==> src/logic/clk_rst_seq_pkg.sv <==
// Constants, register map and state type for the clock and reset sequencer.
package clk_rst_seq_pkg;

    // Stabilisation counter shape and delays, in cycles of the 4x clock.
    localparam int unsigned STAB_STAGES   = 13;
    localparam int unsigned LONG_DELAY    = 4096;
    localparam int unsigned SHORT_DELAY   = 32;
    localparam int unsigned SHORT_BIT     = 5;
    localparam int unsigned MID_CLR_LO    = 4;
    localparam int unsigned MID_CLR_HI    = 11;
    localparam int unsigned PIN_LOW_CYC   = 32;
    localparam int unsigned TAIL_CYC      = 32;
    localparam int unsigned RECOVER_CYC   = 3;
    localparam int unsigned BUS_DIV       = 4;
    localparam int unsigned CLK_MHZ       = 10;

    // Register byte offsets.
    localparam logic [7:0] CAUSE_OFF      = 8'h00;
    localparam logic [7:0] OPT_ONE_OFF    = 8'h04;
    localparam logic [7:0] OPT_TWO_OFF    = 8'h08;
    localparam logic [7:0] BRK_AUX_OFF    = 8'h0C;
    localparam logic [7:0] WDOG_SVC_OFF   = 8'h10;

    // Reset cause register field positions.
    localparam int unsigned CAUSE_POR     = 0;
    localparam int unsigned CAUSE_PIN     = 1;
    localparam int unsigned CAUSE_WDOG    = 2;
    localparam int unsigned CAUSE_BADOP   = 3;
    localparam int unsigned CAUSE_BADADR  = 4;
    localparam int unsigned CAUSE_UNDERV  = 5;
    localparam int unsigned CAUSE_W       = 6;
    localparam logic [5:0]  CAUSE_RESET   = 6'h01;

    // Option and break register field positions.
    localparam int unsigned OPT1_SHORT    = 0;
    localparam int unsigned OPT1_STOPEN   = 1;
    localparam int unsigned OPT2_RESET_FUNCTION_ENABLE    = 0;
    localparam int unsigned BRK_WDDIS     = 0;

    // Sequencer states.
    typedef enum logic [3:0] {
        ST_RUN,
        ST_WAIT,
        ST_STOP,
        ST_STAB,
        ST_UV_HOLD,
        ST_PIN_LOW,
        ST_TAIL,
        ST_RECOVER,
        ST_EXT_HOLD
    } seq_state_t;

endpackage : clk_rst_seq_pkg

==> src/logic/stab_counter.sv <==
// Thirteen-stage stabilisation counter advancing on the falling clock edge.
`timescale 1ns/1ps
module stab_counter #(
    parameter int unsigned STAGES = clk_rst_seq_pkg::STAB_STAGES
) (
    // Clock and reset.
    input  wire logic              clk_i,
    input  wire logic              rst_b_i,
    // Clear requests from the sequencer.
    input  wire logic              clr_all_i,
    input  wire logic              clr_mid_i,
    // Count and watchdog tick.
    output logic [STAGES-1:0]      count_o,
    output logic                   tick_o
);

    logic [STAGES-1:0] cnt_r;
    logic [STAGES-1:0] cnt_nxt;

    // The top stage restarts the chain, so it is high for exactly one cycle.
    always_comb begin
        cnt_nxt = cnt_r + {{(STAGES-1){1'b0}}, 1'b1};
        if (cnt_r[STAGES-1]) begin
            cnt_nxt = '0;
        end
        if (clr_mid_i) begin
            cnt_nxt[clk_rst_seq_pkg::MID_CLR_HI:clk_rst_seq_pkg::MID_CLR_LO] = '0;
        end
        if (clr_all_i) begin
            cnt_nxt = '0;
        end
    end

    // Falling edge gives the sequencer half a cycle of settling on each count.
    always_ff @(negedge clk_i or negedge rst_b_i) begin
        if (!rst_b_i) begin
            cnt_r <= '0;
        end else begin
            cnt_r <= cnt_nxt;
        end
    end

    assign count_o = cnt_r;
    assign tick_o  = cnt_r[STAGES-1];

endmodule : stab_counter

==> src/logic/system_clock_reset_sequencer.sv <==
// Bus clock gating, reset source collection and reset sequencing with an APB slave.
//
// Overview of operation
// - Bus clock enable is the 4x clock divided by four.
// - Bus clocks stay off through the power-on delay.
// - Stop exit clocks stabilisation counter, clocks wait.
// - Wait mode stops CPU clocks, peripherals keep clocking.
// - Every reset source asserts the internal reset.
// - Internal resets clear the counter; pin resets do not.
// - Each reset source sets its own cause flag.
// - Pin low halts; long pulses set pin flag.
// - Pin is plain input until reset function enabled.
// - Internal resets drive pin 32, then hold reset 35 more.
// - Recovery is 4163 or 67 cycles in total.
// - Power-on counts 4096, releases 67 later, flags.
// - Watchdog overflow resets and sets its flag.
// - Service write clears watchdog and middle stages.
// - Counter top stage clocks the watchdog counter.
// - Break in monitor mode may disable watchdog.
// - Bad opcode, or disabled stop, resets and flags.
// - Unmapped opcode fetch resets; data fetch does not.
// - Undervoltage flags, holds pin, counts after recovery.
// - Twelve counting stages plus a restarting top stage.
// - Stabilisation counter advances on falling edge.
// - Stop clears counter; short bit gives 32 cycles.
`timescale 1ns/1ps
module system_clock_reset_sequencer #(
    parameter int unsigned WDOG_W       = 6,
    parameter int unsigned MIN_PULSE_NS = 100
) (
    // Clock and power-on reset.
    input  wire logic        REF_CLK_I,
    input  wire logic        RST_B_I,
    // APB slave.
    input  wire logic        PSEL_I,
    input  wire logic        PENABLE_I,
    input  wire logic        PWRITE_I,
    input  wire logic [7:0]  PADDR_I,
    input  wire logic [31:0] PWDATA_I,
    output logic [31:0]      PRDATA_O,
    output logic             PREADY_O,
    output logic             PSLVERR_O,
    // CPU status and reset sources.
    input  wire logic        WAIT_INSN_I,
    input  wire logic        STOP_INSN_I,
    input  wire logic        WAKE_I,
    input  wire logic        BAD_OPCODE_I,
    input  wire logic        OPCODE_FETCH_I,
    input  wire logic        UNMAPPED_ADDR_I,
    input  wire logic        BREAK_ACTIVE_I,
    input  wire logic        MONITOR_MODE_I,
    input  wire logic        UNDERVOLT_I,
    // Reset pin.
    input  wire logic        RST_PIN_I,
    output logic             RST_PIN_O,
    output logic             RST_PIN_OE_B_O,
    output logic             PIN_GPIO_O,
    // Clock enables, oscillator and internal reset.
    output logic             BUS_CLK_EN_O,
    output logic             CPU_CLK_EN_O,
    output logic             PERIPH_CLK_EN_O,
    output logic             OSC_EN_O,
    output logic             INTERNAL_RESET_O
);

    localparam int unsigned MIN_PULSE_CYC_RAW =
        (MIN_PULSE_NS * clk_rst_seq_pkg::CLK_MHZ + 999) / 1000;
    localparam int unsigned MIN_PULSE_CYC = (MIN_PULSE_CYC_RAW < 1) ? 1 : MIN_PULSE_CYC_RAW;
    localparam logic [15:0] MIN_PULSE_W   = 16'(MIN_PULSE_CYC);
    localparam logic [6:0]  PIN_LOW_LAST  = 7'(clk_rst_seq_pkg::PIN_LOW_CYC - 1);
    localparam logic [6:0]  TAIL_LAST     = 7'(clk_rst_seq_pkg::TAIL_CYC - 1);
    localparam logic [6:0]  RECOVER_LAST  = 7'(clk_rst_seq_pkg::RECOVER_CYC - 1);
    localparam logic [1:0]  DIV_LAST      = 2'(clk_rst_seq_pkg::BUS_DIV - 1);

    // Two-flop synchronisers for the pin and the undervoltage detector.
    logic [1:0] pin_sync_r;
    logic [1:0] uv_sync_r;

    always_ff @(posedge REF_CLK_I or negedge RST_B_I) begin
        if (!RST_B_I) begin
            pin_sync_r <= 2'h3;
            uv_sync_r  <= 2'h0;
        end else begin
            pin_sync_r <= {pin_sync_r[0], RST_PIN_I};
            uv_sync_r  <= {uv_sync_r[0], UNDERVOLT_I};
        end
    end

    logic pin_lvl;
    logic uv_lvl;
    assign pin_lvl = pin_sync_r[1];
    assign uv_lvl  = uv_sync_r[1];

    // Register and sequencer state.
    clk_rst_seq_pkg::seq_state_t state_r, state_nxt;
    logic [6:0]                  seq_cnt_r, seq_cnt_nxt;
    logic                        from_rst_r, from_rst_nxt;
    logic                        short_r, short_nxt;
    logic [15:0]                 pulse_cnt_r, pulse_cnt_nxt;
    logic [1:0]                  div_r, div_nxt;
    logic [WDOG_W-1:0]           wdog_r, wdog_nxt;
    logic [5:0]                  cause_r, cause_nxt;
    logic [1:0]                  opt_one_r, opt_one_nxt;
    logic                        opt_two_r, opt_two_nxt;
    logic                        brk_aux_r, brk_aux_nxt;
    logic [31:0]                 prdata_r, prdata_nxt;

    // Stabilisation counter and its clear requests.
    logic [clk_rst_seq_pkg::STAB_STAGES-1:0] stab_cnt;
    logic                                    stab_tick;
    logic                                    clr_all;
    logic                                    clr_mid;

    stab_counter #(
        .STAGES   (clk_rst_seq_pkg::STAB_STAGES)
    ) u_stab (
        .clk_i    (REF_CLK_I),
        .rst_b_i  (RST_B_I),
        .clr_all_i(clr_all),
        .clr_mid_i(clr_mid),
        .count_o  (stab_cnt),
        .tick_o   (stab_tick)
    );

    // APB decode; the slave answers in the first access cycle.
    logic acc;
    logic wr;
    logic rd;
    logic mapped;
    assign acc    = PSEL_I && PENABLE_I;
    assign wr     = acc && PWRITE_I;
    assign rd     = acc && !PWRITE_I;
    assign mapped = (PADDR_I == clk_rst_seq_pkg::CAUSE_OFF)   ||
                    (PADDR_I == clk_rst_seq_pkg::OPT_ONE_OFF) ||
                    (PADDR_I == clk_rst_seq_pkg::OPT_TWO_OFF) ||
                    (PADDR_I == clk_rst_seq_pkg::BRK_AUX_OFF) ||
                    (PADDR_I == clk_rst_seq_pkg::WDOG_SVC_OFF);

    logic svc_wr;
    assign svc_wr = wr && (PADDR_I == clk_rst_seq_pkg::WDOG_SVC_OFF);

    // Reset source decode.
    logic in_reset;
    logic wd_enable;
    logic wd_over;
    logic ev_badop;
    logic ev_badadr;
    logic ev_pin;
    logic rst_fn_en;

    assign rst_fn_en = opt_two_r;
    assign in_reset  = (state_r == clk_rst_seq_pkg::ST_UV_HOLD)  ||
                       (state_r == clk_rst_seq_pkg::ST_PIN_LOW)  ||
                       (state_r == clk_rst_seq_pkg::ST_TAIL)     ||
                       (state_r == clk_rst_seq_pkg::ST_RECOVER)  ||
                       (state_r == clk_rst_seq_pkg::ST_EXT_HOLD) ||
                       ((state_r == clk_rst_seq_pkg::ST_STAB) && from_rst_r);
    assign wd_enable = !(BREAK_ACTIVE_I && MONITOR_MODE_I && brk_aux_r) && !in_reset;
    assign wd_over   = wd_enable && stab_tick && (&wdog_r);
    assign ev_badop  = BAD_OPCODE_I ||
                       (STOP_INSN_I && !opt_one_r[clk_rst_seq_pkg::OPT1_STOPEN]);
    assign ev_badadr = OPCODE_FETCH_I && UNMAPPED_ADDR_I;
    assign ev_pin    = rst_fn_en && !pin_lvl;

    // Free-running divide-by-four for the bus clock enable.
    always_comb begin
        div_nxt = div_r + 2'h1;
        if (div_r == DIV_LAST) begin
            div_nxt = 2'h0;
        end
    end

    // Watchdog counter is clocked by the stabilisation counter top stage.
    always_comb begin
        wdog_nxt = wdog_r;
        if (svc_wr || in_reset || !wd_enable) begin
            wdog_nxt = '0;
        end else if (stab_tick) begin
            wdog_nxt = wdog_r + {{(WDOG_W-1){1'b0}}, 1'b1};
        end
    end

    // Sequencer: reset sources, delays and low-power modes.
    always_comb begin
        state_nxt     = state_r;
        seq_cnt_nxt   = seq_cnt_r + 7'h01;
        from_rst_nxt  = from_rst_r;
        short_nxt     = short_r;
        pulse_cnt_nxt = pulse_cnt_r;
        cause_nxt     = cause_r;
        clr_all       = 1'b0;
        clr_mid       = svc_wr;
        // Reading the cause register clears it; a new cause below still wins.
        if (rd && (PADDR_I == clk_rst_seq_pkg::CAUSE_OFF)) begin
            cause_nxt = '0;
        end
        if (uv_lvl && (state_r != clk_rst_seq_pkg::ST_UV_HOLD)) begin
            state_nxt = clk_rst_seq_pkg::ST_UV_HOLD;
            cause_nxt = 6'h01 << clk_rst_seq_pkg::CAUSE_UNDERV;
            clr_all   = 1'b1;
        end else if (!in_reset && (wd_over || ev_badop || ev_badadr)) begin
            state_nxt   = clk_rst_seq_pkg::ST_PIN_LOW;
            seq_cnt_nxt = 7'h00;
            clr_all     = 1'b1;
            if (wd_over) begin
                cause_nxt = 6'h01 << clk_rst_seq_pkg::CAUSE_WDOG;
            end else if (ev_badop) begin
                cause_nxt = 6'h01 << clk_rst_seq_pkg::CAUSE_BADOP;
            end else begin
                cause_nxt = 6'h01 << clk_rst_seq_pkg::CAUSE_BADADR;
            end
        end else if (!in_reset && ev_pin) begin
            state_nxt     = clk_rst_seq_pkg::ST_EXT_HOLD;
            pulse_cnt_nxt = 16'h0001;
        end else begin
            unique case (state_r)
                clk_rst_seq_pkg::ST_RUN: begin
                    if (STOP_INSN_I) begin
                        state_nxt = clk_rst_seq_pkg::ST_STOP;
                        clr_all   = 1'b1;
                    end else if (WAIT_INSN_I) begin
                        state_nxt = clk_rst_seq_pkg::ST_WAIT;
                    end
                end
                clk_rst_seq_pkg::ST_WAIT: begin
                    if (WAKE_I) begin
                        state_nxt = clk_rst_seq_pkg::ST_RUN;
                    end
                end
                clk_rst_seq_pkg::ST_STOP: begin
                    clr_all = 1'b1;
                    if (WAKE_I) begin
                        state_nxt    = clk_rst_seq_pkg::ST_STAB;
                        from_rst_nxt = 1'b0;
                        short_nxt    = opt_one_r[clk_rst_seq_pkg::OPT1_SHORT];
                    end
                end
                clk_rst_seq_pkg::ST_UV_HOLD: begin
                    clr_all = 1'b1;
                    if (!uv_lvl) begin
                        state_nxt    = clk_rst_seq_pkg::ST_STAB;
                        from_rst_nxt = 1'b1;
                        short_nxt    = 1'b0;
                    end
                end
                clk_rst_seq_pkg::ST_STAB: begin
                    // Top stage marks 4096 counts; bit five marks 32.
                    if (short_r ? stab_cnt[clk_rst_seq_pkg::SHORT_BIT] : stab_tick) begin
                        seq_cnt_nxt = 7'h00;
                        state_nxt   = from_rst_r ? clk_rst_seq_pkg::ST_PIN_LOW
                                                 : clk_rst_seq_pkg::ST_RUN;
                        from_rst_nxt = 1'b0;
                    end
                end
                clk_rst_seq_pkg::ST_PIN_LOW: begin
                    if (seq_cnt_r == PIN_LOW_LAST) begin
                        seq_cnt_nxt = 7'h00;
                        state_nxt   = clk_rst_seq_pkg::ST_TAIL;
                    end
                end
                clk_rst_seq_pkg::ST_TAIL: begin
                    if (seq_cnt_r == TAIL_LAST) begin
                        seq_cnt_nxt = 7'h00;
                        state_nxt   = clk_rst_seq_pkg::ST_RECOVER;
                    end
                end
                clk_rst_seq_pkg::ST_RECOVER: begin
                    if (seq_cnt_r == RECOVER_LAST) begin
                        state_nxt = clk_rst_seq_pkg::ST_RUN;
                    end
                end
                clk_rst_seq_pkg::ST_EXT_HOLD: begin
                    // The counter is left alone so the oscillator stays settled.
                    if (pulse_cnt_r != 16'hFFFF) begin
                        pulse_cnt_nxt = pulse_cnt_r + 16'h0001;
                    end
                    if (pin_lvl) begin
                        seq_cnt_nxt = 7'h00;
                        state_nxt   = clk_rst_seq_pkg::ST_PIN_LOW;
                        if (pulse_cnt_r >= MIN_PULSE_W) begin
                            cause_nxt = 6'h01 << clk_rst_seq_pkg::CAUSE_PIN;
                        end
                    end
                end
            endcase
        end
    end

    // Register writes; options survive internal resets and clear only at power-on.
    always_comb begin
        opt_one_nxt = opt_one_r;
        opt_two_nxt = opt_two_r;
        brk_aux_nxt = brk_aux_r;
        prdata_nxt  = prdata_r;
        if (wr && !in_reset) begin
            if (PADDR_I == clk_rst_seq_pkg::OPT_ONE_OFF) begin
                opt_one_nxt = PWDATA_I[1:0];
            end
            if (PADDR_I == clk_rst_seq_pkg::OPT_TWO_OFF) begin
                opt_two_nxt = PWDATA_I[clk_rst_seq_pkg::OPT2_RESET_FUNCTION_ENABLE];
            end
            if (PADDR_I == clk_rst_seq_pkg::BRK_AUX_OFF) begin
                brk_aux_nxt = PWDATA_I[clk_rst_seq_pkg::BRK_WDDIS];
            end
        end
        if (PSEL_I && !PENABLE_I && !PWRITE_I) begin
            unique case (PADDR_I)
                clk_rst_seq_pkg::CAUSE_OFF:   prdata_nxt = {26'h0, cause_r};
                clk_rst_seq_pkg::OPT_ONE_OFF: prdata_nxt = {30'h0, opt_one_r};
                clk_rst_seq_pkg::OPT_TWO_OFF: prdata_nxt = {31'h0, opt_two_r};
                clk_rst_seq_pkg::BRK_AUX_OFF: prdata_nxt = {31'h0, brk_aux_r};
                default:                      prdata_nxt = 32'h0;
            endcase
        end
    end

    // State registers; power-on starts the long delay with reset asserted.
    always_ff @(posedge REF_CLK_I or negedge RST_B_I) begin
        if (!RST_B_I) begin
            state_r     <= clk_rst_seq_pkg::ST_STAB;
            seq_cnt_r   <= 7'h00;
            from_rst_r  <= 1'b1;
            short_r     <= 1'b0;
            pulse_cnt_r <= 16'h0000;
            div_r       <= 2'h0;
            wdog_r      <= '0;
            cause_r     <= clk_rst_seq_pkg::CAUSE_RESET;
            opt_one_r   <= 2'h0;
            opt_two_r   <= 1'b0;
            brk_aux_r   <= 1'b0;
            prdata_r    <= 32'h0;
        end else begin
            state_r     <= state_nxt;
            seq_cnt_r   <= seq_cnt_nxt;
            from_rst_r  <= from_rst_nxt;
            short_r     <= short_nxt;
            pulse_cnt_r <= pulse_cnt_nxt;
            div_r       <= div_nxt;
            wdog_r      <= wdog_nxt;
            cause_r     <= cause_nxt;
            opt_one_r   <= opt_one_nxt;
            opt_two_r   <= opt_two_nxt;
            brk_aux_r   <= brk_aux_nxt;
            prdata_r    <= prdata_nxt;
        end
    end

    // Bus answer, zero wait states; unmapped addresses report an error.
    assign PRDATA_O  = prdata_r;
    assign PREADY_O  = 1'b1;
    assign PSLVERR_O = acc && !mapped;

    // Clock enables gated by state; wait keeps peripherals running.
    logic bus_tick;
    assign bus_tick         = (div_r == DIV_LAST);
    assign BUS_CLK_EN_O     = bus_tick && !in_reset && (state_r != clk_rst_seq_pkg::ST_STOP)
                              && (state_r != clk_rst_seq_pkg::ST_STAB);
    assign CPU_CLK_EN_O     = bus_tick && (state_r == clk_rst_seq_pkg::ST_RUN);
    assign PERIPH_CLK_EN_O  = bus_tick && ((state_r == clk_rst_seq_pkg::ST_RUN) ||
                              (state_r == clk_rst_seq_pkg::ST_WAIT));
    assign OSC_EN_O         = (state_r != clk_rst_seq_pkg::ST_STOP);
    assign INTERNAL_RESET_O = in_reset;

    // Pin drive: low during internal reset phases, only with the reset function on.
    logic drive_low;
    assign drive_low      = rst_fn_en && ((state_r == clk_rst_seq_pkg::ST_PIN_LOW) ||
                            (state_r == clk_rst_seq_pkg::ST_UV_HOLD) ||
                            ((state_r == clk_rst_seq_pkg::ST_STAB) && from_rst_r));
    assign RST_PIN_O      = 1'b0;
    assign RST_PIN_OE_B_O = !drive_low;
    assign PIN_GPIO_O     = pin_lvl;

endmodule : system_clock_reset_sequencer
==> config.mk <==
export PLATFORM = sky130hd
export DESIGN_NAME = system_clock_reset_sequencer
export DESIGN_NICKNAME = d
export VERILOG_FILES = /design/src/logic/clk_rst_seq_pkg.sv /design/src/logic/stab_counter.sv /design/src/logic/system_clock_reset_sequencer.sv
export SDC_FILE = /design/constraint.sdc
export NUM_CORES = 1
export LEC_CHECK = 0
export BUFFER_PORTS_ARGS = -buffer_cell sky130_fd_sc_hd__buf_2
export CAP_MARGIN = 20
export CORE_MARGIN = 10
export CORE_UTILIZATION = 40
export CTS_BUF_LIST = sky130_fd_sc_hd__clkbuf_4 sky130_fd_sc_hd__clkbuf_8
export CTS_CLUSTER_SIZE = 24
export DETAILED_ROUTE_END_ITERATION = 10
export PLACE_DENSITY = 0.7
export SYNTH_ARGS = -nofsm -noshare
export SYNTH_HDL_FRONTEND = slang
export SYNTH_SLANG_ARGS = --single-unit
==> constraint.sdc <==
create_clock -name REF_CLK_I -period 3.05 [get_ports REF_CLK_I]
set_input_delay 0 -clock REF_CLK_I [delete_from_list [all_inputs] [get_ports REF_CLK_I]]
set_output_delay 0 -clock REF_CLK_I [all_outputs]
set_load 0.01 [all_outputs]
-- Yosys cells after proc, flatten, opt, wreduce, memory -nomap -nowiden
Cells that the tools add are included.
Widths: inputs -> output; s select.
- add/subtract/negate cells: 5
- $lt $le $gt $ge: 1
- equality and inequality tests: 31
- mux-type cells: 54
- bitwise operators: 3
- reduce and logical (&&, ||, !) cells: 69
- operators by type and width (cell ; count):
    $mux 6 ; 9
    $mux 4 ; 13
    $mux 16 ; 3
    $mux 7 ; 6
    $pmux 4 s9 ; 1
    $logic_and 1x1->1 ; 27
    $mux 13 ; 2
    $ne 5x5->1 const B ; 5
    $pmux 6 s4 ; 1
    $pmux 7 s3 ; 1
    $add 16x1->16 const B ; 1
    $eq 4x3->1 const B ; 4
    $eq 8x4->1 const B ; 2
    $ge 16x1->1 const B ; 1
    $logic_or 1x1->1 ; 16
    $ne 16x16->1 const B ; 1
    $add 13x1->13 const B ; 1
    $reduce_and 6->1 ; 2
    $mux 1 ; 10
    $mux 5 ; 2
    $ne 5x1->1 const B ; 2
    $logic_not 1->1 ; 9
    $reduce_and 9->1 ; 1
    $eq 4x2->1 const B ; 2
    29 further kinds ; 41
- register bits after elaboration: 96
- input bits: 55

-- Longest topological paths before layout
Gate-level depths: netlist of run 1.
- word-level depth: 16
- gate-level depth with buffers: 10
- depth with buffers taken out: 7

-- By module
A second synthesis of run 1 with hierarchy kept.
- cell total of the unflattened synthesis: 428
- area total of the unflattened synthesis: 4016.4 sq um
- modules (own cells, without submodules) (module ; instances ; cells an instance ; area each (sq um) ; sequential area each (sq um)):
    system_clock_reset_sequencer ; 1 ; 366 ; 3389.5 ; 1433.9
    stab_counter ; 1 ; 62 ; 626.9 ; 325.3

==> key figures, run 1 <==
Outcome
  • Status: finished with violations
  • Failing checks: setup timing

Yosys
  • Most used DFF post-synth: dfrtp_1
  • Synthesized flop and latch total: 70
  • Synth top area share: 31.1%
  • Top cells by count, synth: dfrtp_1, nor2_1, nand2_1
  • Post-Syn Instances: 435
  • Synthesized area per cell: 9.42 um^2
  • Unique masters post-synth: 65
  • Synthesized area: 4100 um^2
  • Most frequent cell after synthesis: dfrtp_1
  • Register area share after synthesis: 42.9%
  • Synth top area cells: dfrtp_1, dfrtn_1, buf_4, dfstp_2, nor2_1
  • Synth async-reset ratio: 100%
  • Post-synth EDFFs: 0
  • YS warnings: 0
  • Post-synth top area cell: dfrtp_1

Timing
  • Layout Skew: 19.0 ps
  • Worst Max-Slew Pin Slew: 722 ps
  • Rel. slew slack: 51.8%
  • RSZ-0062 raised after global routing: yes
  • Hold Fails Final Rpt: 0
  • Pins over their slew limit: 0
  • Min setup slack post-route: -646 ps
  • Setup TNS: -12450 ps
  • Count of final setup violators: 37

Routing
  • Wire per inst: 16.3 um
  • DR DRC count: 0
  • Vias per cell: 5.44
  • TritonRoute pass-1 iters: 4
  • Total Wirelength: 10800 um
  • Initial DRC Count: 209
  • ANT nets after route: 0
  • Via Count: 3606

Min path
  • Hold-critical path depth: 4
  • HP Class: in -> reg
  • Hold path start: PENABLE_I
  • WHS Endpoint: PRDATA_O[1]

Placed design
  • GP Congestion: 0.866
  • Input/output buffers: 38
  • Placed Instance Area: 4580 um^2
  • Post-detail-place hpwl: 7610 um

Floorplan
  • Total die area: 14700 um^2
  • Chip Width: 121 um
  • I/O pin cnt: 97
  • Core area: 9860 um^2
  • Cell Rows: 36
  • Starting Density: 41.6%
  • Die height: 121 um

Clock network
  • Num CTS Buffers: 9
  • Clk buf depth: 2
  • CTS tree: yes
  • H-tree depth: 3
  • Clk slew on worst S/H paths: 80 ps
  • Root Buffer: clkbuf_8
  • Clock sink total: 70
  • Clk_lat worst skew: 350 ps

Worst setup path
  • Worst r2r path cells: 6
  • CP max FO: 5
  • WP data required: 1870 ps
  • Critical Path Source Type: flop
  • Crit. End Element: flop
  • WS Path Type: reg -> reg
  • Reg2reg start: state_r[0]
  • Worst EP arrival: 2520 ps
  • R2R Setup Slk: -650 ps
  • FF-to-FF End: u_stab.count_o[12]

Finish
  • Final Cell Area: 5250 um^2
  • Area growth, synth to finish: 28.1%
  • # fillers: 882
  • ANT cells: 0
  • Share of cells above drive strength 1: 30.4%
  • Layout Nets: 588

Power
  • Leakage: 2.34 nW
  • Peak supply drop: 382 uV
  • Power Density: 631 nW/um^2

Global routing
  • Gr usage total: 14.6%
  • Largest net degree at the start of global routing: 39
  • Gr ovfl total: 0
  • Vias in the first global route: 3629
  • Initial antenna violation count: 0
  • First-pass GRT wire length: 17400 um

Run
  • Max-Cap Viols: 0
-- layer usage --
| layer | GRT usage, % | part of all wire [%] |
|---|---|---|
| met1 | 17.2 | 41 |
| met2 | 24.6 | 50 |
| met3 | 3.54 | 6.3 |
| met4 | 6.48 | 2.5 |
| met5 | 0 | 0 |
-- how the worst max path moves through the flow --
stage | startpoint | endpoint | slack [ps] | cells past startpoint
global placement | state_r[0] | u_stab.count_o[9] | -550 | 6
finish | state_r[0] | u_stab.count_o[12] | -650 | 6
CTS | state_r[0] | u_stab.count_o[10] | -570 | 6
detailed placement | state_r[0] | u_stab.count_o[10] | -610 | 6
global route | state_r[0] | u_stab.count_o[12] | -740 | 6
floorplan | state_r[1] | u_stab.count_o[7] | -680 | 7
-- state kept, by name, indices dropped and copies added, names as in the netlist, 4 cells and up --
register / count
state_r: 4
pulse_cnt_r: 16
seq_cnt_r: 7
PRDATA_O: 6
wdog_r: 6
u_stab.count_o: 13
cause_r: 6
-- worst max-delay path: stages, from the launching register on --
cell,delay [ps]
dfstp_2,380
or4b_4,560
a2111oi_4,410
a22oi_2,110
buf_4,150
or3_4,420
nor3_4,140
-- layout by cell type, fill, tap and decap left out, types with 14 or more instances in the layout --
cell type,Yosys,routed
buf_4,28,46
xnor2_1,14,14
dfrtp_1,51,51
conb_1,2,28
nand3_1,25,24
buf_2,3,38
nand2_1,33,33
and3_1,15,14
nor2_1,37,32
-- stage by stage --
stage	cells	hold WS, ps	power [mW]	setup slack (ps)	utilization [%]
2_1_floorplan	461	-296	1.81	-677	-
3_3_place_gp	628	104	2.08	-553	46.4
3_5_place_dp	628	106	2.11	-607	46.4
4_1_cts	655	19.2	3.19	-574	51.3
5_1_grt	663	61.7	3.50	-739	53.2
6_report	663	30.6	3.31	-646	53.2
-- cells by family (layout without fill, tap and decap cells) --
kind of cell,Yosys count,count (layout),synth area share [%]
flops,70,70,42.9
mux,11,11,2.84
buf+inv,53,122,7.88
other cells,2,28,0.183
fa+ha+maj,8,8,2.44
xor+xnor,27,27,5.77
compound gates,66,66,11.5
simple gates,198,198,26.5
-- timing repair --
item,in CTS,in global routing
endpoints found under the hold margin,25,0
setup buffers,5,9
hold buffers,5,0
resized for setup,29,26
cloned,2,1
pin swaps,12,14
endpoints found under the setup margin,38,39
-- where the power goes --
group,switching (mW),internal (mW)
Clock,0.356,0.468
Sequential,0.0767,1.04
Combinational,0.739,0.635
-- final cells by class --
| class | instances | area [um^2] | area share [%] |
|---|---|---|---|
| Sequential cell | 70 | 1760 | 33.5 |
| Clock buffer | 10 | 131 | 2.50 |
| Inverter | 9 | 36.3 | 0.691 |
| Timing Repair Buffer | 97 | 743 | 14.2 |
| Multi-Input combinational cell | 338 | 2330 | 44.3 |
| Clock inverter | 6 | 86.3 | 1.64 |
| Tap cell | 133 | 166 | 3.17 |
No activity file was read; power rests on OpenSTA's default activity.
==> inputs of run 2 (changes only) <==
--- a/config.mk
+++ b/config.mk
@@ -5,6 +5,7 @@
 export SDC_FILE = /design/constraint.sdc
 export NUM_CORES = 1
 export LEC_CHECK = 0
+export ABC_AREA = 1
 export BUFFER_PORTS_ARGS = -buffer_cell sky130_fd_sc_hd__buf_2
 export CAP_MARGIN = 20
 export CORE_MARGIN = 10
==> run 2 against run 1 <==
  * Core utilization decreased by 1.2 points
  * Sequential power about the same
  * The run still ends with setup timing left
  * Power increased by 5.2%
  * Clock skew increased by 1.8 ps
  * Global-route usage about the same
  * Worst hold slack got worse by 23 ps
  * Sequential share of layout area decreased by 1.0 points
  * Area after synthesis increased by 5.0%
  * Critical endpoint is now state_r[1]
  * Critical path depth increased by 6
  * Via count increased by 11%
  * Register-to-register slack improved by 510 ps
  * Final area increased by 3.3%
==> key figures, run 2 <==
Floorplan
  • Cell Rows: 37
  • Total die area: 15300 um^2
  • Core area: 10400 um^2
  • Chip Width: 124 um
  • Die height: 124 um
  • Starting Density: 41.3%
  • I/O pin cnt: 97

Finish
  • Most frequent cells in the layout: nand2_1, nor2_1, inv_1, dfrtp_1, buf_4
  • Area growth, synth to finish: 26.0%
  • Largest Register: pulse_cnt_r
  • Most common cell after layout, fill and taps aside: nand2_1
  • # fillers: 999
  • ANT cells: 0
  • Layout Nets: 720
  • Share of cells above drive strength 1: 27.3%
  • Max FFs per register: 16
  • Post-route insts no fill: 798
  • Post-layout util: 52.0%

Placed design
  • Post-detail-place hpwl: 8260 um
  • GP Congestion: 0.900
  • Number of cells after detailed placement: 760
  • Input/output buffers: 38

Timing
  • Rel. slew slack: 62.2%
  • Min setup slack post-route: -140 ps
  • RSZ-0062 raised after global routing: yes
  • Hold Fails Final Rpt: 0
  • Worst Max-Slew Pin Slew: 563 ps
  • Count of final setup violators: 46
  • Layout Skew: 20.8 ps
  • Worst hold slack: 7.90 ps
  • Pins over their slew limit: 0

Min path
  • Hold-critical path depth: 4
  • WHS Endpoint: PRDATA_O[1]
  • HP Class: in -> reg
  • Hold path start: PWRITE_I

Routing
  • Wire per inst: 14.4 um
  • Vias per cell: 5.02
  • ANT nets after route: 0
  • Initial DRC Count: 244
  • Total Wirelength: 11500 um
  • DR DRC count: 0
  • Via Count: 4003
  • TritonRoute pass-1 iters: 5

Worst setup path
  • Critical Path Start: u_stab.count_o[12]
  • Crit. End Element: flop
  • R2R Setup Slk: -140 ps
  • Critical Path Source Type: flop
  • CP max FO: 5
  • FF-to-FF End: state_r[1]
  • WP data required: 3340 ps
  • Worst r2r path cells: 12
  • WS Path Type: reg -> reg
  • Reg2reg start: u_stab.count_o[12]
  • Worst EP arrival: 3490 ps

Global routing
  • Vias in the first global route: 3953
  • Gr usage total: 14.5%
  • Gr ovfl total: 0
  • First-pass GRT wire length: 18100 um
  • Initial antenna violation count: 0
  • Largest net degree at the start of global routing: 29

Yosys
  • Synth top area share: 29.7%
  • Top cells by count, synth: nand2_1, nor2_1, inv_1
  • Register area share after synthesis: 40.9%
  • YS warnings: 0
  • Synthesized area: 4300 um^2
  • Most frequent cell after synthesis: nand2_1
  • Unique masters post-synth: 37
  • Synth async-reset ratio: 100%
  • Synthesized flop and latch total: 70
  • Synthesized area per cell: 7.70 um^2
  • Post-Syn Instances: 559
  • Post-synth top area cell: dfrtp_1
  • Most used DFF post-synth: dfrtp_1
  • Post-synth EDFFs: 0
  • Synth top area cells: dfrtp_1, nand2_1, dfrtn_1, nor2_1, buf_4

Power
  • Power Density: 642 nW/um^2
  • Peak supply drop: 379 uV
  • Leakage: 2.71 nW
  • Final Power: 3.48 mW

Outcome
  • Failing checks: setup timing
  • Status: finished with violations

Clock network
  • Root Buffer: clkbuf_8
  • Clock sink total: 70
  • CTS tree: yes
  • Clk_lat worst skew: 350 ps
  • Clk buf depth: 2
  • H-tree depth: 3
  • Clk slew on worst S/H paths: 80 ps
  • Num CTS Buffers: 9

Run
  • Max-Cap Viols: 0
## run 2: changes by cell type in the layout (fill, tap and decap cells not counted), moves of 10 or more
cell	before	now
nand3_1	24	38
nand4_1	9	20
nand2_2	0	14
inv_1	8	55
xor2_1	13	23
and3_1	14	1
nand2_1	33	109
o21ai_0	4	19
nor2_1	32	58
## run 2: worst max-delay path by stage
stage	slack, ps	end	cells after the start
3_5_place_dp	-100	seq_cnt_r[3]	10
4_1_cts	-50	u_stab.count_o[3]	10
6_report	-140	state_r[1]	12
2_1_floorplan	-80	u_stab.count_o[10]	10
3_3_place_gp	-60	seq_cnt_r[6]	10
5_1_grt	-260	state_r[1]	12
## run 2: cells by family after synthesis
family,after synthesis,share of synthesized area (%)
flip-flops,70,40.9
buffers and inverters,101,11.9
AND/OR/NAND/NOR,298,32.7
adder cells (fa/ha/maj),8,2.33
other,2,0.174
XOR/XNOR,28,5.70
AO/OA/AOI/OAI,52,6.31
## run 2: power breakdown
| part | leakage, nW | internal (mW) | switching [mW] | total [mW] |
|---|---|---|---|---|
| sequential | 0.929 | 1.03 | 0.0871 | 1.12 |
| combinational | 1.67 | 0.601 | 0.924 | 1.53 |
| clock | 0.110 | 0.468 | 0.371 | 0.839 |
## run 2: per-stage QoR
stage / setup WS, ps / cell area, um^2 / TNS (ps)
after global placement: -55.2 / 4800 / -374
final: -140 / 5420 / -4060
after floorplan: -83.1 / 4430 / -981
after detailed placement: -99.5 / 4800 / -1150
after CTS: -47.4 / 5220 / -469
after global routing: -256 / 5420 / -8760
## run 2: worst max-delay path, stage by stage (launching register included)
cell     delay (ps)
dfrtn_1         440
nand3_2         100
nor2_2          160
nand2_1          90
inv_1            80
nand3_2         100
nand3_4         140
nor2_8           80
buf_6           130
buf_6           130
nand2_4          60
nand2_1          50
nand2_1          50
## run 2: area by class of cell
| cell class | count | area, um^2 | area share [%] |
|---|---|---|---|
| clock buffers | 10 | 131 | 2.42 |
| well taps | 136 | 170 | 3.14 |
| clock inverters | 6 | 86.3 | 1.59 |
| repair buffers | 96 | 696 | 12.8 |
| inverters | 65 | 249 | 4.59 |
| multi-input cells | 415 | 2330 | 42.9 |
| flip-flops and latches | 70 | 1760 | 32.5 |
## run 2: repair_timing
action,in CTS,in global routing
setup endpoints to repair,23,46
gates resized for setup,13,39
pin swaps,6,16
buffers inserted,9,3
hold buffers,7,0
gates cloned,1,2
endpoints found under the hold margin,13,0
## run 2: per-layer routing
| layer | vias up | wire (um) | global-route usage (%) |
|---|---|---|---|
| li1 | 1950 | - | - |
| met1 | 1898 | 4910 | 18.7 |
| met2 | 139 | 5390 | 23.5 |
| met3 | 16 | 1020 | 3.30 |
| met4 | 0 | 174 | 5.09 |
| met5 | - | 0 | 0 |
==> inputs of run 3 (changes only) <==
--- a/config.mk
+++ b/config.mk
@@ -8,12 +8,14 @@
 export ABC_AREA = 1
 export BUFFER_PORTS_ARGS = -buffer_cell sky130_fd_sc_hd__buf_2
 export CAP_MARGIN = 20
+export CORE_ASPECT_RATIO = 1.5
 export CORE_MARGIN = 10
 export CORE_UTILIZATION = 40
 export CTS_BUF_LIST = sky130_fd_sc_hd__clkbuf_4 sky130_fd_sc_hd__clkbuf_8
 export CTS_CLUSTER_SIZE = 24
 export DETAILED_ROUTE_END_ITERATION = 10
 export PLACE_DENSITY = 0.7
+export SLEW_MARGIN = 20
 export SYNTH_ARGS = -nofsm -noshare
 export SYNTH_HDL_FRONTEND = slang
 export SYNTH_SLANG_ARGS = --single-unit
==> run 3 against run 2 <==
  * The flow still finishes with violations (setup timing)
  * Register-to-register slack better by 50 ps
  * Critical endpoint is now u_stab.count_o[10]
  * Non-clock buffer count decreased by 3
  * Sequential power hardly changed
==> key figures, run 3 (synthesized netlist as in run 2, its figures left out) <==
Outcome
  • Status: finished with violations
  • Failing checks: setup timing

Floorplan
  • Chip Width: 105 um
  • I/O pin cnt: 97
  • Core area: 10500 um^2
  • Total die area: 15400 um^2
  • Cell Rows: 46
  • Starting Density: 40.9%
  • Die height: 147 um

Power
  • Final Power: 3.22 mW
  • Power Density: 607 nW/um^2
  • Leakage: 2.66 nW
  • Peak supply drop: 264 uV

Timing
  • Worst Max-Slew Pin Slew: 785 ps
  • Count of final setup violators: 40
  • Rel. slew slack: 47.7%
  • Layout Skew: 23.6 ps
  • Worst hold slack: 19.8 ps
  • Setup TNS: -1190 ps
  • RSZ-0062 raised after global routing: yes
  • Pins over their slew limit: 0
  • Hold Fails Final Rpt: 0
  • Min setup slack post-route: -87.8 ps

Worst setup path
  • Crit path depth: 10
  • WP data required: 1880 ps
  • Cell family with most CP delay: simple AND/OR/NAND/NOR gates
  • Worst r2r path cells: 10
  • Critical Path Source Type: flop
  • WP buf/inv: 2
  • Reg2reg start: state_r[0]
  • Crit path max-delay cell type: dfstp_2
  • R2R Setup Slk: -90 ps
  • Delay of the slowest critical-path stage: 590 ps
  • Crit. End Element: flop
  • WS Path Type: reg -> reg
  • Worst path most repeated cell: nand3_4
  • Worst EP arrival: 1960 ps
  • Critical Path Start: state_r[0]
  • Worst Setup EP: u_stab.count_o[10]
  • CP max FO: 5
  • CP Cell Sequence: nand2_2, inv_2, nand3_4, inv_4, nor2_4, nand3_2, nand3_4, nor2_8, nand2_8, nor3_2
  • FF-to-FF End: u_stab.count_o[10]

Routing
  • Via Count: 3917
  • Met2 WL: 6220 um
  • WL met3: 461 um
  • DR DRC count: 0
  • ANT nets after route: 0
  • Wire per inst: 13.7 um
  • Initial DRC Count: 132
  • Top routing layer in use: met4
  • Vias per cell: 4.88
  • Post-Route M1 WL: 3990 um
  • TritonRoute pass-1 iters: 4
  • Total Wirelength: 11000 um

Global routing
  • Initial antenna violation count: 0
  • Largest net degree at the start of global routing: 38
  • Vias in the first global route: 4056
  • Gr usage total: 14.3%
  • First-pass GRT wire length: 18400 um
  • Gr ovfl total: 0

Clock network
  • Clk slew on worst S/H paths: 70 ps
  • Root Buffer: clkbuf_8
  • Clk_lat worst skew: 360 ps
  • Clock sink total: 70
  • Clk buf depth: 2
  • H-tree depth: 3
  • Num CTS Buffers: 9
  • CTS tree: yes

Finish
  • ANT cells: 0
  • Share of cells above drive strength 1: 24.4%
  • # fillers: 1021
  • Area growth, synth to finish: 23.0%
  • Post-route insts no fill: 803
  • Most frequent cells in the layout: nand2_1, nor2_1, inv_1, dfrtp_1, buf_4
  • Largest Register: pulse_cnt_r
  • Final Cell Area: 5300 um^2
  • Layout Nets: 717
  • Max FFs per register: 16
  • Area of the multi-input gates: 2260 um^2
  • FF/Latch Area: 1760 um^2
  • Most common cell after layout, fill and taps aside: nand2_1
  • Post-layout util: 50.3%

Placed design
  • GP Congestion: 0.945
  • Input/output buffers: 38
  • Setup slack at placement: -98.1 ps
  • Placed Instance Area: 4830 um^2
  • Number of cells after detailed placement: 768
  • Post-detail-place hpwl: 8320 um

Run
  • Max-Cap Viols: 0

Min path
  • HP Class: in -> reg
-- run 3: worst min path at each step --
stage | depth (start not counted) | startpoint | end | slack [ps]
after floorplan | 0 | RST_B_I | PRDATA_O[0] | -300
after global placement | 1 | RST_PIN_I | pin_sync_r[0] | 100
after detailed placement | 1 | RST_PIN_I | pin_sync_r[0] | 110
after CTS | 4 | PWRITE_I | PRDATA_O[0] | 7
after global routing | 4 | PWRITE_I | PRDATA_O[0] | 40
final | 4 | PWRITE_I | PRDATA_O[0] | 20
-- run 3: report_power, final --
group	switching, mW	internal (mW)	leakage, nW
clock	0.355	0.410	0.107
sequential	0.0891	1.03	0.929
combinational	0.809	0.521	1.63
-- run 3: cell type report --
class / count / area share (%)
multi-input combinational: 415 / 42.6
sequential: 70 / 33.2
timing repair buffer: 93 / 12.2
inverter: 65 / 4.66
tap: 144 / 3.40
clock buffer: 11 / 2.74
clock inverter: 5 / 1.09
-- run 3: tightest hold or removal path, stage by stage --
cell and delay [ps]:
buf_2 100, nor3_1 90, o21ai_0 90, nand2_1 50
-- run 3: timing repair --
item,CTS,global route
setup endpoints to repair,24,45
pin swaps,0,8
buffers inserted,5,5
resized for setup,5,20
hold endpoints to repair,25,0
hold buffers,8,0
cloned,0,1
-- run 3: metal layers --
metal  global-route usage, %  vias to the layer above
li1                        -                     1934
met1                    14.0                     1869
met2                    27.6                       89
met3                    3.20                       25
met4                    6.61                        0
met5                       0                        -
